### src/ofr_defines.svh
/*
 * Constants of the over-temperature fault response block: command codes,
 * field positions, reset values, response and retry encodings.
 * Assumes inclusion by bare name from the package and design files.
 */
`ifndef OFR_DEFINES_SVH
`define OFR_DEFINES_SVH

// ------------------------------------------------------------------
// command codes
// ------------------------------------------------------------------
`define OFR_CMD_TRIP_THR      8'h4F
`define OFR_CMD_ACTION_CFG    8'h50

// ------------------------------------------------------------------
// reset values
// ------------------------------------------------------------------
`define OFR_RST_TRIP_THR      16'hEBE8
`define OFR_RST_ACTION_CFG    8'h80
`define OFR_RST_TRIES         3'h0
`define OFR_RST_UNITS         8'h00

// ------------------------------------------------------------------
// response and retry encodings
// ------------------------------------------------------------------
`define OFR_RESP_IGNORE       2'h0
`define OFR_RESP_RUN_DELAY    2'h1
`define OFR_RESP_DISABLE      2'h2
`define OFR_RESP_RESUME_OK    2'h3
`define OFR_RETRY_NONE        3'h0
`define OFR_RETRY_FOREVER     3'h7

// ------------------------------------------------------------------
// linear format fields
// ------------------------------------------------------------------
`define OFR_LIN_EXP_HI        15
`define OFR_LIN_EXP_LO        11
`define OFR_LIN_MAN_HI        10
`define OFR_LIN_EXP_BIAS      5'h10
`define OFR_LIN_SIGN_EXT      37

// ------------------------------------------------------------------
// misc
// ------------------------------------------------------------------
`define OFR_UNIT_ONE          8'h01
`define OFR_TRY_ONE           3'h1
`define OFR_ZERO_BYTE         8'h00
`define OFR_ZERO_WORD         16'h0000

`endif

### src/ofr_pkg.sv
/*
 * Types of the over-temperature fault response block.
 * Assumes ofr_defines.svh is on the include path.
 */
`include "ofr_defines.svh"

package ofr_pkg;

	typedef enum logic [2:0] {
		OFR_ST_OFF   = 3'b000,
		OFR_ST_RUN   = 3'b001,
		OFR_ST_DELAY = 3'b010,
		OFR_ST_HOLD  = 3'b011,
		OFR_ST_WAIT  = 3'b100,
		OFR_ST_TRY   = 3'b101,
		OFR_ST_LATCH = 3'b110
	} ofr_state_e;

	// action register layout, msb first
	typedef struct packed {
		logic [1:0] resp;
		logic [2:0] retry;
		logic [2:0] delay;
	} ofr_cfg_s;

	typedef struct packed {
		logic       fault;
		logic       latched;
		ofr_state_e state;
		logic [2:0] tries;
	} ofr_status_s;

endpackage

### src/ofr_lin_cmp.sv
/*
 * Registered greater-or-equal compare of two linear-format values
 * (5-bit signed exponent, 11-bit signed mantissa).
 * Assumes both inputs come from logic on clk.
 */
`timescale 1ns/1ps
`default_nettype none
`include "ofr_defines.svh"

module ofr_lin_cmp
	import ofr_pkg::*;
(
	input  wire logic        clk,
	input  wire logic        rst_n,
	input  wire logic [15:0] value,
	input  wire logic [15:0] limit,
	output logic             ge_ff
);

	// ------------------------------------------------------------------
	// linear to fixed point, scaled by 2^16
	// ------------------------------------------------------------------
	function automatic logic signed [47:0] lin_fix(input logic [15:0] v);
		logic signed [47:0] man;
		logic        [4:0]  sh;
		man = {{`OFR_LIN_SIGN_EXT{v[`OFR_LIN_MAN_HI]}}, v[`OFR_LIN_MAN_HI:0]};
		sh  = v[`OFR_LIN_EXP_HI:`OFR_LIN_EXP_LO] ^ `OFR_LIN_EXP_BIAS;
		lin_fix = man <<< sh;
	endfunction

	logic nxt_ge;

	always_comb begin
		nxt_ge = (lin_fix(value) >= lin_fix(limit));
	end

	always_ff @(posedge clk or negedge rst_n) begin
		if (!rst_n) begin
			ge_ff <= 1'b0;
		end else begin
			ge_ff <= nxt_ge;
		end
	end
endmodule

`default_nettype wire

### src/ofr_core.sv
/*
 * Over-temperature fault response: trip threshold and action registers
 * reached by command code, fault detection and the response sequencer
 * that drives the output enable.
 * Assumes: temp_value and unit_tick come from logic on clk; unit_tick is a
 * one-cycle pulse per delay time unit set by the time-base register kept
 * elsewhere; on_cmd is an asynchronous pin level.
 */
`timescale 1ns/1ps
`default_nettype none
`include "ofr_defines.svh"

module ofr_core
	import ofr_pkg::*;
(
	input  wire logic        clk,
	input  wire logic        rst_n,
	input  wire logic [7:0]  cmd_code,
	input  wire logic        wr_en,
	input  wire logic [15:0] wr_data,
	input  wire logic        rd_en,
	output logic      [15:0] rd_data_ff,
	input  wire logic [15:0] temp_value,
	input  wire logic        unit_tick,
	input  wire logic        on_cmd,
	input  wire logic        other_fault,
	input  wire logic        clear_fault,
	output logic             out_en_ff,
	output var ofr_status_s  status
);

	// ------------------------------------------------------------------
	// declarations
	// ------------------------------------------------------------------
	logic [15:0] thr_ff;
	ofr_cfg_s    cfg_ff;
	ofr_state_e  st_ff;
	ofr_state_e  nxt_st;
	logic [7:0]  units_ff;
	logic [2:0]  tries_ff;
	logic        on_s1_ff;
	logic        on_s2_ff;
	logic        on_s3_ff;
	logic        on_ok_ff;
	logic        fault;
	logic        live;
	logic        expire;
	logic        cfg_wr;

	// ------------------------------------------------------------------
	// delay decode: 2^code units
	// ------------------------------------------------------------------
	function automatic logic [7:0] dly_units(input logic [2:0] code);
		dly_units = `OFR_UNIT_ONE << code;
	endfunction

	// ------------------------------------------------------------------
	// registers
	// ------------------------------------------------------------------
	assign cfg_wr = wr_en && (cmd_code == `OFR_CMD_ACTION_CFG);

	always_ff @(posedge clk or negedge rst_n) begin
		if (!rst_n) begin
			thr_ff <= `OFR_RST_TRIP_THR;
		end else if (wr_en && (cmd_code == `OFR_CMD_TRIP_THR)) begin
			thr_ff <= wr_data;
		end
	end

	always_ff @(posedge clk or negedge rst_n) begin
		if (!rst_n) begin
			cfg_ff <= ofr_cfg_s'(`OFR_RST_ACTION_CFG);
		end else if (cfg_wr) begin
			cfg_ff <= ofr_cfg_s'(wr_data[7:0]);
		end
	end

	always_ff @(posedge clk or negedge rst_n) begin
		if (!rst_n) begin
			rd_data_ff <= `OFR_ZERO_WORD;
		end else if (rd_en) begin
			case (cmd_code)
				`OFR_CMD_TRIP_THR: begin
					rd_data_ff <= thr_ff;
				end
				`OFR_CMD_ACTION_CFG: begin
					rd_data_ff <= {`OFR_ZERO_BYTE, cfg_ff};
				end
				default: begin
					rd_data_ff <= `OFR_ZERO_WORD;
				end
			endcase
		end
	end

	// ------------------------------------------------------------------
	// fault detection
	// ------------------------------------------------------------------
	ofr_lin_cmp u_cmp (
		.clk   (clk),
		.rst_n (rst_n),
		.value (temp_value),
		.limit (thr_ff),
		.ge_ff (fault)
	);

	// ------------------------------------------------------------------
	// control pin synchroniser
	// ------------------------------------------------------------------
	always_ff @(posedge clk or negedge rst_n) begin
		if (!rst_n) begin
			on_s1_ff <= 1'b0;
			on_s2_ff <= 1'b0;
			on_s3_ff <= 1'b0;
		end else begin
			on_s1_ff <= on_cmd;
			on_s2_ff <= on_s1_ff;
			on_s3_ff <= on_s2_ff;
		end
	end

	always_ff @(posedge clk or negedge rst_n) begin
		if (!rst_n) begin
			on_ok_ff <= 1'b0;
		end else if (on_s2_ff == on_s3_ff) begin
			on_ok_ff <= on_s3_ff;
		end
	end

	// commanded off or shut down by another fault ends every sequence
	assign live = on_ok_ff && !other_fault;

	// ------------------------------------------------------------------
	// delay timer, shared by run-on and retry interval
	// ------------------------------------------------------------------
	// time unit is the tick from the time-base register logic
	assign expire = unit_tick && ((units_ff + `OFR_UNIT_ONE) == dly_units(cfg_ff.delay));

	always_ff @(posedge clk or negedge rst_n) begin
		if (!rst_n) begin
			units_ff <= `OFR_RST_UNITS;
		end else if (cfg_wr || (nxt_st != st_ff)) begin
			units_ff <= `OFR_RST_UNITS;
		end else if (unit_tick && (st_ff == OFR_ST_WAIT || st_ff == OFR_ST_DELAY)) begin
			units_ff <= units_ff + `OFR_UNIT_ONE;
		end
	end

	// ------------------------------------------------------------------
	// response sequencer
	// ------------------------------------------------------------------
	always_comb begin
		nxt_st = st_ff;
		if (!live) begin
			nxt_st = OFR_ST_OFF;
		end else begin
			case (st_ff)
				OFR_ST_OFF: begin
					nxt_st = OFR_ST_RUN;
				end
				OFR_ST_RUN: begin
					if (fault) begin
						case (cfg_ff.resp)
							`OFR_RESP_IGNORE: begin
								nxt_st = OFR_ST_RUN;
							end
							`OFR_RESP_RUN_DELAY: begin
								nxt_st = OFR_ST_DELAY;
							end
							`OFR_RESP_DISABLE: begin
								nxt_st = (cfg_ff.retry == `OFR_RETRY_NONE) ?
									OFR_ST_LATCH : OFR_ST_WAIT;
							end
							default: begin
								nxt_st = OFR_ST_HOLD;
							end
						endcase
					end
				end
				OFR_ST_DELAY: begin
					if (expire) begin
						if (!fault) begin
							nxt_st = OFR_ST_RUN;
						end else if (cfg_ff.retry == `OFR_RETRY_NONE) begin
							nxt_st = OFR_ST_LATCH;
						end else begin
							nxt_st = OFR_ST_WAIT;
						end
					end
				end
				OFR_ST_HOLD: begin
					if (!fault) begin
						nxt_st = OFR_ST_RUN;
					end
				end
				OFR_ST_WAIT: begin
					if (expire) begin
						nxt_st = OFR_ST_TRY;
					end
				end
				OFR_ST_TRY: begin
					if (!fault) begin
						nxt_st = OFR_ST_RUN;
					end else if (cfg_ff.retry != `OFR_RETRY_FOREVER &&
						(tries_ff + `OFR_TRY_ONE) >= cfg_ff.retry) begin
						nxt_st = OFR_ST_LATCH;
					end else begin
						nxt_st = OFR_ST_WAIT;
					end
				end
				OFR_ST_LATCH: begin
					if (clear_fault) begin
						nxt_st = OFR_ST_RUN;
					end
				end
				default: begin
					nxt_st = OFR_ST_OFF;
				end
			endcase
		end
	end

	always_ff @(posedge clk or negedge rst_n) begin
		if (!rst_n) begin
			st_ff <= OFR_ST_OFF;
		end else begin
			st_ff <= nxt_st;
		end
	end

	// failed attempts so far in the current sequence; not counted when the retry code is continuous (7)
	always_ff @(posedge clk or negedge rst_n) begin
		if (!rst_n) begin
			tries_ff <= `OFR_RST_TRIES;
		end else if (nxt_st == OFR_ST_RUN || nxt_st == OFR_ST_OFF) begin
			tries_ff <= `OFR_RST_TRIES;
		end else if (st_ff == OFR_ST_TRY && fault && cfg_ff.retry != `OFR_RETRY_FOREVER) begin
			tries_ff <= tries_ff + `OFR_TRY_ONE;
		end
	end

	// output on while running, in run-on delay, or during an attempt
	always_ff @(posedge clk or negedge rst_n) begin
		if (!rst_n) begin
			out_en_ff <= 1'b0;
		end else begin
			out_en_ff <= (nxt_st == OFR_ST_RUN) || (nxt_st == OFR_ST_DELAY) ||
				(nxt_st == OFR_ST_TRY);
		end
	end

	assign status.fault   = fault;
	assign status.latched = (st_ff == OFR_ST_LATCH);
	assign status.state   = st_ff;
	assign status.tries   = tries_ff;
endmodule

`default_nettype wire

### config.mk
export PLATFORM = sky130hd
export DESIGN_NAME = ofr_core
export DESIGN_NICKNAME = d
export VERILOG_FILES = /design/src/ofr_pkg.sv /design/src/ofr_lin_cmp.sv /design/src/ofr_core.sv
export VERILOG_INCLUDE_DIRS = /design/src /design/src/src
export SDC_FILE = /design/constraint.sdc
export NUM_CORES = 1
export LEC_CHECK = 0
export ABC_CLOCK_PERIOD_IN_PS = 4800
export BUFFER_PORTS_ARGS = -buffer_cell sky130_fd_sc_hd__buf_2
export CAP_MARGIN = 25
export CORE_ASPECT_RATIO = 1.25
export CORE_MARGIN = 10
export CORE_UTILIZATION = 55
export CTS_CLUSTER_DIAMETER = 60
export DETAILED_ROUTE_END_ITERATION = 16
export PLACE_DENSITY = 0.83
export SYNTH_ARGS = -nofsm -noshare
export SYNTH_HDL_FRONTEND = slang
export SYNTH_HIERARCHICAL = 1
export SYNTH_SLANG_ARGS = --single-unit
### constraint.sdc
create_clock -name clk -period 4.8 [get_ports clk]
set_clock_uncertainty 0.15 [all_clocks]
set_input_delay 1.44 -clock clk [delete_from_list [all_inputs] [get_ports clk]]
set_output_delay 1.44 -clock clk [all_outputs]
set_load 0.03 [all_outputs]
; ---- Word level (Yosys, flattened, before mapping)
; Index checks and enable logic that the tools add are counted.
[op_classes]
add_sub_neg = 2
n_lt_le_gt_ge = 2
eq_ne = 17
shift = 3
n_mux = 17
bitwise_logic = 2
reduce_logical = 20
[ops]
columns = cell, count
row1 = $sshl 11x5->48, 2
row2 = $ge 48x48->1, 1
row3 = $pmux 16 s2, 1
row4 = $mux 3, 10
row5 = $pmux 3 s7, 1
row6 = $eq 8x7->1 const B, 2
row7 = $mux 8, 2
row8 = $eq 3x3->1 const B, 4
row9 = $eq 3x2->1 const B, 3
row10 = $logic_not 3->1, 3
row11 = $pmux 3 s3, 1
row12 = $add 8x1->8 const B, 1
row13 = $eq 8x8->1, 1
row14 = $logic_and 1x1->1, 8
row15 = $shl 1x3->8 const A, 1
row16 = $eq 3x1->1 const B, 2
row17 = $logic_or 1x1->1, 5
row18 = $mux 2, 2
row19 = $reduce_bool 2->1, 2
row20 = $add 3x1->3 const B, 1
row21 = $ge 3x3->1, 1
row22 = $ne 3x3->1, 1
row23 = $ne 3x3->1 const B, 1
row24 = $eq 2x1->1 const B, 1
row25 = other kinds (5), 6
[totals]
reg_bits = 60
input_bits = 48
output_inout_bits = 25
wordCells = 77

; ---- Longest topological paths before layout
; Gate-level depths: netlist of run 1.
[depth]
ltp_word = 10
mapped_depth = 15
mapped_depth_nobuf = 13

; ---- By module
; The synthesis of run 1 kept the hierarchy.
[modules_own_cells]
columns = module, n_inst, cells_each, area_each_um2, seq_area_each_um2
row1 = ofr_core, 1, 316, 3191.8, 1490.2
row2 = ofr_lin_cmp, 1, 422, 2851.5, 25.0

; ---- Worst setup path before layout of run 1
; Ideal clock, no wire load.
[synth_timing]
path_kind = input to register
startpoint = input port temp_value[11]
endpoint = register u_cmp.ge_ff
setup_time_ps = 128
t_arrival_ps = 3799
t_required_ps = 4522
setup_slack_ps = 723
stages = 13
path_buffers = 1
cell_sequence = buf_6 mux4_2 nand2_1 o21ai_1 mux2_4 o21a_1 ha_1 nand4_1 nor4_1 nand2_1 o211ai_1 nor2b_1 a31oi_1
[synth_via]
elab_chain_cells = 2
[synth_lines]
columns = item, line_no
row1 = "start, declared", ofr_core.sv:23  ; input wire logic [15:0] temp_value,
row2 = $sshl 11x5->48, ofr_lin_cmp.sv:28  ; lin_fix = man <<< sh;
row3 = $ge 48x48->1, ofr_lin_cmp.sv:34  ; nxt_ge = (lin_fix(value) >= lin_fix(limit));
row4 = named net u_cmp.nxt_ge, ofr_lin_cmp.sv:31  ; logic nxt_ge;
row5 = "end signal, assigned", ofr_lin_cmp.sv:41  ; ge_ff <= nxt_ge;
row6 = "end, declared", ofr_lin_cmp.sv:17  ; output logic ge_ff
; The timed path passes the listed nets, and every way through them passes these cells.
; A chain may end at the register's enable or synchronous reset.

; ---- Worst setup path in the final report of run 1
[layout_timing]
startpoint = input port temp_value[12]
endpoint = register u_cmp.ge_ff
; The elaborated chain is that of the path after synthesis.

==> results of run 1 <==
[layout by cell type (no fill, tap or decap), types with 12 or more instances in the layout]
cell type,n
ha_1,50
inv_1,27
nand3_1,21
dfrtp_1,49
nor2_1,70
nand2_1,86
a22oi_1,14
o21ai_0,53
a21oi_1,49
nor3_1,14
nand2b_1,12
mux2_2,40
buf_2,72
mux2i_1,29
[stage by stage]
stage                     instance area, sq um  hold WS [ns]
final                                     6720         0.213
after global routing                      6720         0.223
after CTS                                 6720         0.215
after detailed placement                  6390         0.209
after global placement                    6390         0.185
after floorplan                           6040         0.181
[worst max-delay path, delay by kind of cell]
family                   cells  cell delay, ns
AO/OA/AOI/OAI                5            0.97
multiplexers                 2            0.66
adder cells (fa/ha/maj)      1            0.33
AND/OR/NAND/NOR              3            0.73
buffers and inverters        1            0.28
[registers in the layout (all words and copies together), names as in the netlist, 3 cells and up]
name and count:
rd_data_ff 16, thr_ff 16, cfg_ff 8, units_ff 8
st_ff 3, tries_ff 3
[how the worst max path moves through the flow]
stage / slack, ns / end / from
3_5_place_dp: 0.21 / u_cmp/ge_ff / temp_value[12]
6_report: 0.47 / u_cmp/ge_ff / temp_value[12]
3_3_place_gp: 0.34 / u_cmp/ge_ff / temp_value[12]
5_1_grt: 0.26 / u_cmp/ge_ff / temp_value[12]
4_1_cts: 0.51 / u_cmp/ge_ff / temp_value[12]
2_1_floorplan: 0.72 / u_cmp/ge_ff / temp_value[11]
[power groups by stage]
stage | clock network, mW | registers [mW] | logic (mW)
6_report | 0.705 | 0.566 | 0.396
5_1_grt | 0.731 | 0.569 | 0.437
4_1_cts | 0.712 | 0.564 | 0.389
3_5_place_dp | 0 | 0.572 | 0.385
3_3_place_gp | 0 | 0.570 | 0.368
2_1_floorplan | 0 | 0.562 | 0.278
[layout make-up]
class	instances	area (sq um)	area share [%]
Clock inverter	6	87.6	1.30
Timing Repair Buffer	78	405	6.04
Multi-Input combinational cell	605	4200	62.6
Sequential cell	60	1520	22.6
Inverter	27	101	1.51
Tap cell	132	165	2.46
Clock buffer	10	239	3.56
[layer usage]
layer / wire length [um] / part of all wire, %
met5: 0 / 0
met4: 766 / 4.5
met1: 6890 / 40
met2: 8480 / 49
met3: 1020 / 6.0
[cells by family (layout without fill, tap and decap cells)]
kind of cell	Yosys count	count (layout)	synth area share (%)
simple gates	266	266	21.1
compound gates	198	198	20.8
mux	76	76	14.8
buf+inv	73	121	5.40
flops	60	60	25.1
fa+ha+maj	51	51	10.5
xor+xnor	14	14	2.26
==> impl_metrics.tcl, run 1 <==
set metrics [dict create \
    dp.cells 902 \
    ys_types 71 \
    globalRouteMet2Util_pct 37.0 \
    cts_buffers 9 \
    min_period_over_period_pct 90.3 \
    synthFlopType "dfrtp_1" \
    coreArea_sq_um 10700 \
    setup_violations 0 \
    routed_wl_mm 17.2 \
    clkPwrFrac_pct 42.3 \
    synth_area_leaders "dfrtp_1 20%, ha_1 10%, mux2_2 7.5%" \
    post-route-drc-count 0 \
    p_total_mw 1.67 \
    reg2reg_from "thr_ff[11]" \
    slew_viol_final 0 \
    worstPathRequired_ns 4.89 \
    synthCells 738 \
    drtIter0Drc 525 \
    r2r_cells 11 \
    whs_path_depth 0 \
    comb_power_share_pct 23.7 \
    clk_pin_slew_ns 0.05 \
    async_flop_share_pct 100 \
    ant_nets 0 \
    grt_pass1_vias 5766 \
    grt_usage_pct 21.6 \
    r2r_setup_slack_ns 1.04 \
    ys_warn_count 6 \
    port_buffers 72 \
    critPathLaunchType "primary input" \
    synthTopCellsByCount "86 x nand2_1, 70 x nor2_1, 53 x o21ai_0" \
    cts_tree "done" \
    initial_core_util_pct 56.7 \
    period_minus_slack_ns 4.33 \
    grt_pass1_wl_mm 27.9 \
    p_leak_nw 3.05 \
    final_nets 879 \
    root_buffer "clkbuf_16" \
    dieArea_sq_um 15600 \
    post-dp-hpwl_mm 13.2 \
    cap_viol_max_count 0 \
    met3_usage_pct 3.83 \
    antenna_found_initial 0 \
    grt_max_degree 43 \
    worstHoldPathType "flop to flop" \
    hold_start "on_s1_ff" \
    critPathKind "primary input to flop" \
    viasPerCell 6.36 \
    use_met1_pct 24.7 \
    post_cts_buffers 0 \
    die_h_um 137 \
    yosys.area.top_type_share_pct 20.3 \
    layout-drive-gt1-share_pct 20.9 \
    syn-num-nets 836 \
    htree_levels 3 \
    synth_edf_count 0 \
    post-synth-top-area-cell "dfrtp_1" \
    worstMarginPinSlew_ns 0.941 \
    setup_slack_ns 0.467 \
    power.switching_uw 511 \
    outcome "finished clean" \
    max_freq_mhz 231 \
    yosysMostFrequentCell "nand2_1" \
    r2r_end "u_cmp/ge_ff" \
    power_density_nw_per_um2 248 \
    syn_area_sq_um 6040 \
    wl_per_cell_um 18.7 \
    insertion_delay_ns 0.33 \
    swShare_pct 30.7 \
    maxSlewHeadroom_pct 37.3 \
    cts_hold_buf 0 \
    drt_first_pass_iters 5 \
    synth_seq_cells 60 \
    instances_no_fill 918 \
    die_w_um 114 \
    max_stage_delay_ns 0.39 \
    clkSinkCount 60 \
    cpMaxStageDelayCell "mux2_2" \
    arrival_ns 4.43 \
    holdPathEnd "on_s2_ff" \
    rows 42 \
    cts_resized 0 \
    worstPathCellList "buf_2 -> mux2_2 -> mux2_2 -> a21oi_1 -> a2bb2oi_1 -> o21ai_0 -> ha_1 -> nand4_1 -> nor4_1 -> and4_1 -> a31oi_1 -> a31oi_1" \
    cts.path.max_buffers 2 \
    area_delta_synth_final_pct 11.1 \
    top_usage_layer "met2" \
    grt.overflow.total 0 \
    cp_max_fo 18 \
    n_antenna_cell 0 \
    worstSetupEndpointType "flop" \
    ios 73 \
    ir_worst_vdd_mv 0.235 \
    ys_seq_area_share_pct 25.1 \
    final_util_pct 62.9 \
    tns_ns 0 \
    fill_cells 903 \
    routabilityCongestion 1.00 \
    p_seq_share_pct 33.9 \
    p_int_mw 1.16 \
    vias 5843 \
    hold_viol_final 0 \
    syn_avg_cell_area_sq_um 8.19 \
    dpl_worst_slack_ns 0.211 \
    rsz0062_at_grt "no" \
]
Power figures use the tool's default switching activity.
==> inputs of run 2 (changes only) <==
Settings changed: GPL_TIMING_DRIVEN set to 0, SKIP_LAST_GASP set to 1, SYNTH_HIERARCHICAL 1 to unset.
==> impl_metrics.tcl, run 2 <==
set metrics [dict create \
    outcome "finished clean" \
    r2r_end "u_cmp.ge_ff" \
    yosys.area.top_type_share_pct 21.1 \
    routed_wl_mm 18.1 \
    n_antenna_cell 0 \
    insertion_delay_ns 0.34 \
    ir_worst_vdd_mv 0.315 \
    routabilityCongestion 0.995 \
    clkSinkCount 60 \
    wl_per_cell_um 19.1 \
    crit_end "u_cmp.ge_ff" \
    maxSlewHeadroom_pct 37.5 \
    worstSetupEndpointType "flop" \
    crit_buf_inv 2 \
    dieArea_sq_um 15100 \
    reg.largest.list "rd_data_ff: 16 flops, thr_ff: 16 flops" \
    synthFlopType "dfrtp_1" \
    cpMaxStageDelayCell "buf_1" \
    path_depth 16 \
    setup_violations 0 \
    p_total_mw 1.77 \
    ys_types 65 \
    rsz0062_at_grt "no" \
    final_nets 913 \
    synth_seq_cells 60 \
    slew_viol_final 0 \
    crit_start "temp_value[11]" \
    drt_first_pass_iters 6 \
    synth_area_leaders "dfrtp_1 21%, ha_1 11%, mux2i_1 6.0%" \
    synth_edf_count 0 \
    cts.path.max_buffers 2 \
    max_stage_delay_ns 0.36 \
    critPathKind "primary input to flop" \
    post-route-drc-count 0 \
    cap_viol_max_count 0 \
    arrival_ns 4.55 \
    grt_pass1_wl_mm 30.0 \
    synthCells 733 \
    cp_top_family "compound AO/OA/AOI/OAI gates" \
    port_buffers 70 \
    r2r_setup_slack_ns 0.47 \
    drtIter0Drc 425 \
    area_delta_synth_final_pct 14.4 \
    cts_tree "done" \
    initial_core_util_pct 57.0 \
    clk_pin_slew_ns 0.05 \
    ant_nets 0 \
    syn_area_sq_um 5820 \
    setup_slack_ns 0.300 \
    synthTopCellsByCount "79 x nand2_1, 75 x nor2_1, 68 x o21ai_0" \
    tns_ns 0 \
    layout-drive-gt1-share_pct 17.4 \
    min_period_over_period_pct 93.8 \
    fill_cells 906 \
    antenna_found_initial 0 \
    worstPathCellList "clkbuf_1 -> buf_1 -> nand2_1 -> o21ai_1 -> mux2i_1 -> mux2i_1 -> o22ai_1 -> ha_1 -> a21o_1 -> a21oi_1 -> nor2b_1 -> o21ai_0 -> a21oi_1 -> a211oi_1 -> a31o_2 -> a31oi_1" \
    grt_usage_pct 23.7 \
    grt.overflow.total 0 \
    seq_area_sq_um 1520 \
    hold_slack_ns 0.206 \
    syn_avg_cell_area_sq_um 7.94 \
    period_minus_slack_ns 4.50 \
    ios 73 \
    post-synth-top-area-cell "dfrtp_1" \
    rows 41 \
    r2r_cells 13 \
    coreArea_sq_um 10200 \
    worstPathRequired_ns 4.85 \
    p_leak_nw 3.10 \
    post-dp-hpwl_mm 14.1 \
    multi_input_area_sq_um 4030 \
    async_flop_share_pct 100 \
    power_density_nw_per_um2 266 \
    ys_seq_area_share_pct 26.0 \
    cts_hold_buf 0 \
    hold_start "on_s1_ff" \
    reg2reg_from "thr_ff[11]" \
    die_h_um 135 \
    vias 6008 \
    yosysMostFrequentCell "nand2_1" \
    cts_buffers 9 \
    final_common_cell "nand2_1" \
    hold_viol_final 0 \
    htree_levels 3 \
    root_buffer "clkbuf_16" \
    viasPerCell 6.33 \
    final_cell_mix "79 x nand2_1, 75 x nor2_1, 72 x buf_2, 67 x o21ai_0, 51 x a21oi_1" \
    max_freq_mhz 222 \
    cp_max_fo 10 \
    dpl_worst_slack_ns -0.217 \
    grt_pass1_vias 6209 \
    worstMarginPinSlew_ns 0.930 \
    grt_max_degree 44 \
    die_w_um 112 \
    syn-num-nets 831 \
    critPathLaunchType "primary input" \
    ys_warn_count 0 \
    worstHoldPathType "flop to flop" \
]
-- run 2: cell count changes in the layout (fill, tap and decap cells not counted), sizes merged, moves of 6 or more --
| cell | previous run | this run |
|---|---|---|
| or4 | 8 | 0 |
| buf | 78 | 84 |
| a21o | 11 | 20 |
| mux2i | 29 | 35 |
| nand2 | 86 | 79 |
| and2 | 8 | 15 |
| o21ai | 62 | 69 |
| mux4 | 6 | 0 |
| clkbuf | 10 | 45 |
| mux2 | 41 | 28 |
| nor4 | 7 | 1 |
-- run 2: per-stage QoR --
| stage | cells | instance area (sq um) | util [%] |
|---|---|---|---|
| final | 949 | 6660 | 65.2 |
| after detailed placement | 933 | 6350 | 62.2 |
| after floorplan | 733 | 5820 | - |
| after global routing | 949 | 6660 | 65.2 |
| after global placement | 932 | 6330 | 62.0 |
| after CTS | 949 | 6660 | 65.2 |
-- run 2: timing repair --
item / 4_1_cts / 5_1_grt
setup endpoints to repair: 0 / 1
setup buffers: 0 / 0
gates resized for setup: 0 / 5
-- run 2: worst min path at each step --
stage | to | slack (ns) | cells after the start
5_1_grt | on_s2_ff | 0.21 | 0
2_1_floorplan | on_s2_ff | 0.18 | 0
6_report | on_s2_ff | 0.21 | 0
4_1_cts | on_s2_ff | 0.21 | 0
3_5_place_dp | on_s2_ff | 0.20 | 0
3_3_place_gp | on_s2_ff | 0.19 | 0
-- run 2: cells by family after synthesis --
kind of cell | Yosys count | synth area share, %
compound gates | 220 | 24.0
xor+xnor | 13 | 2.19
fa+ha+maj | 51 | 10.9
buf+inv | 70 | 4.69
flops | 60 | 26.0
mux | 63 | 11.4
simple gates | 256 | 20.8
-- run 2: layer usage --
metal	global-route usage, %	wire length, um
met5	0	0
met4	13.6	947
met3	3.81	964
met2	44.3	9520
met1	24.2	6700
-- run 2: worst reg2reg max path, delay by kind of cell (launching register included) --
kind / cells / cell delay, ns
AND/OR/NAND/NOR: 4 / 0.77
adder cells (fa/ha/maj): 1 / 0.22
flip-flops: 1 / 0.51
AO/OA/AOI/OAI: 6 / 1.87
buffers and inverters: 1 / 0.31
multiplexers: 1 / 0.40
-- run 2: cell type report --
cell class / instances / share of cell area (%)
multi-input combinational: 603 / 60.6
sequential: 60 / 22.8
timing repair buffer: 71 / 5.56
clock buffer: 12 / 3.85
buffer: 46 / 2.78
tap: 129 / 2.42
inverter: 24 / 1.35
clock inverter: 4 / 0.714
-- run 2: report_power, final --
group          switching [mW]  total, mW  internal, mW  leakage (nW)
Combinational           0.338      0.552         0.214          2.20
Sequential             0.0265      0.561         0.535         0.745
Clock                   0.232      0.660         0.428         0.149
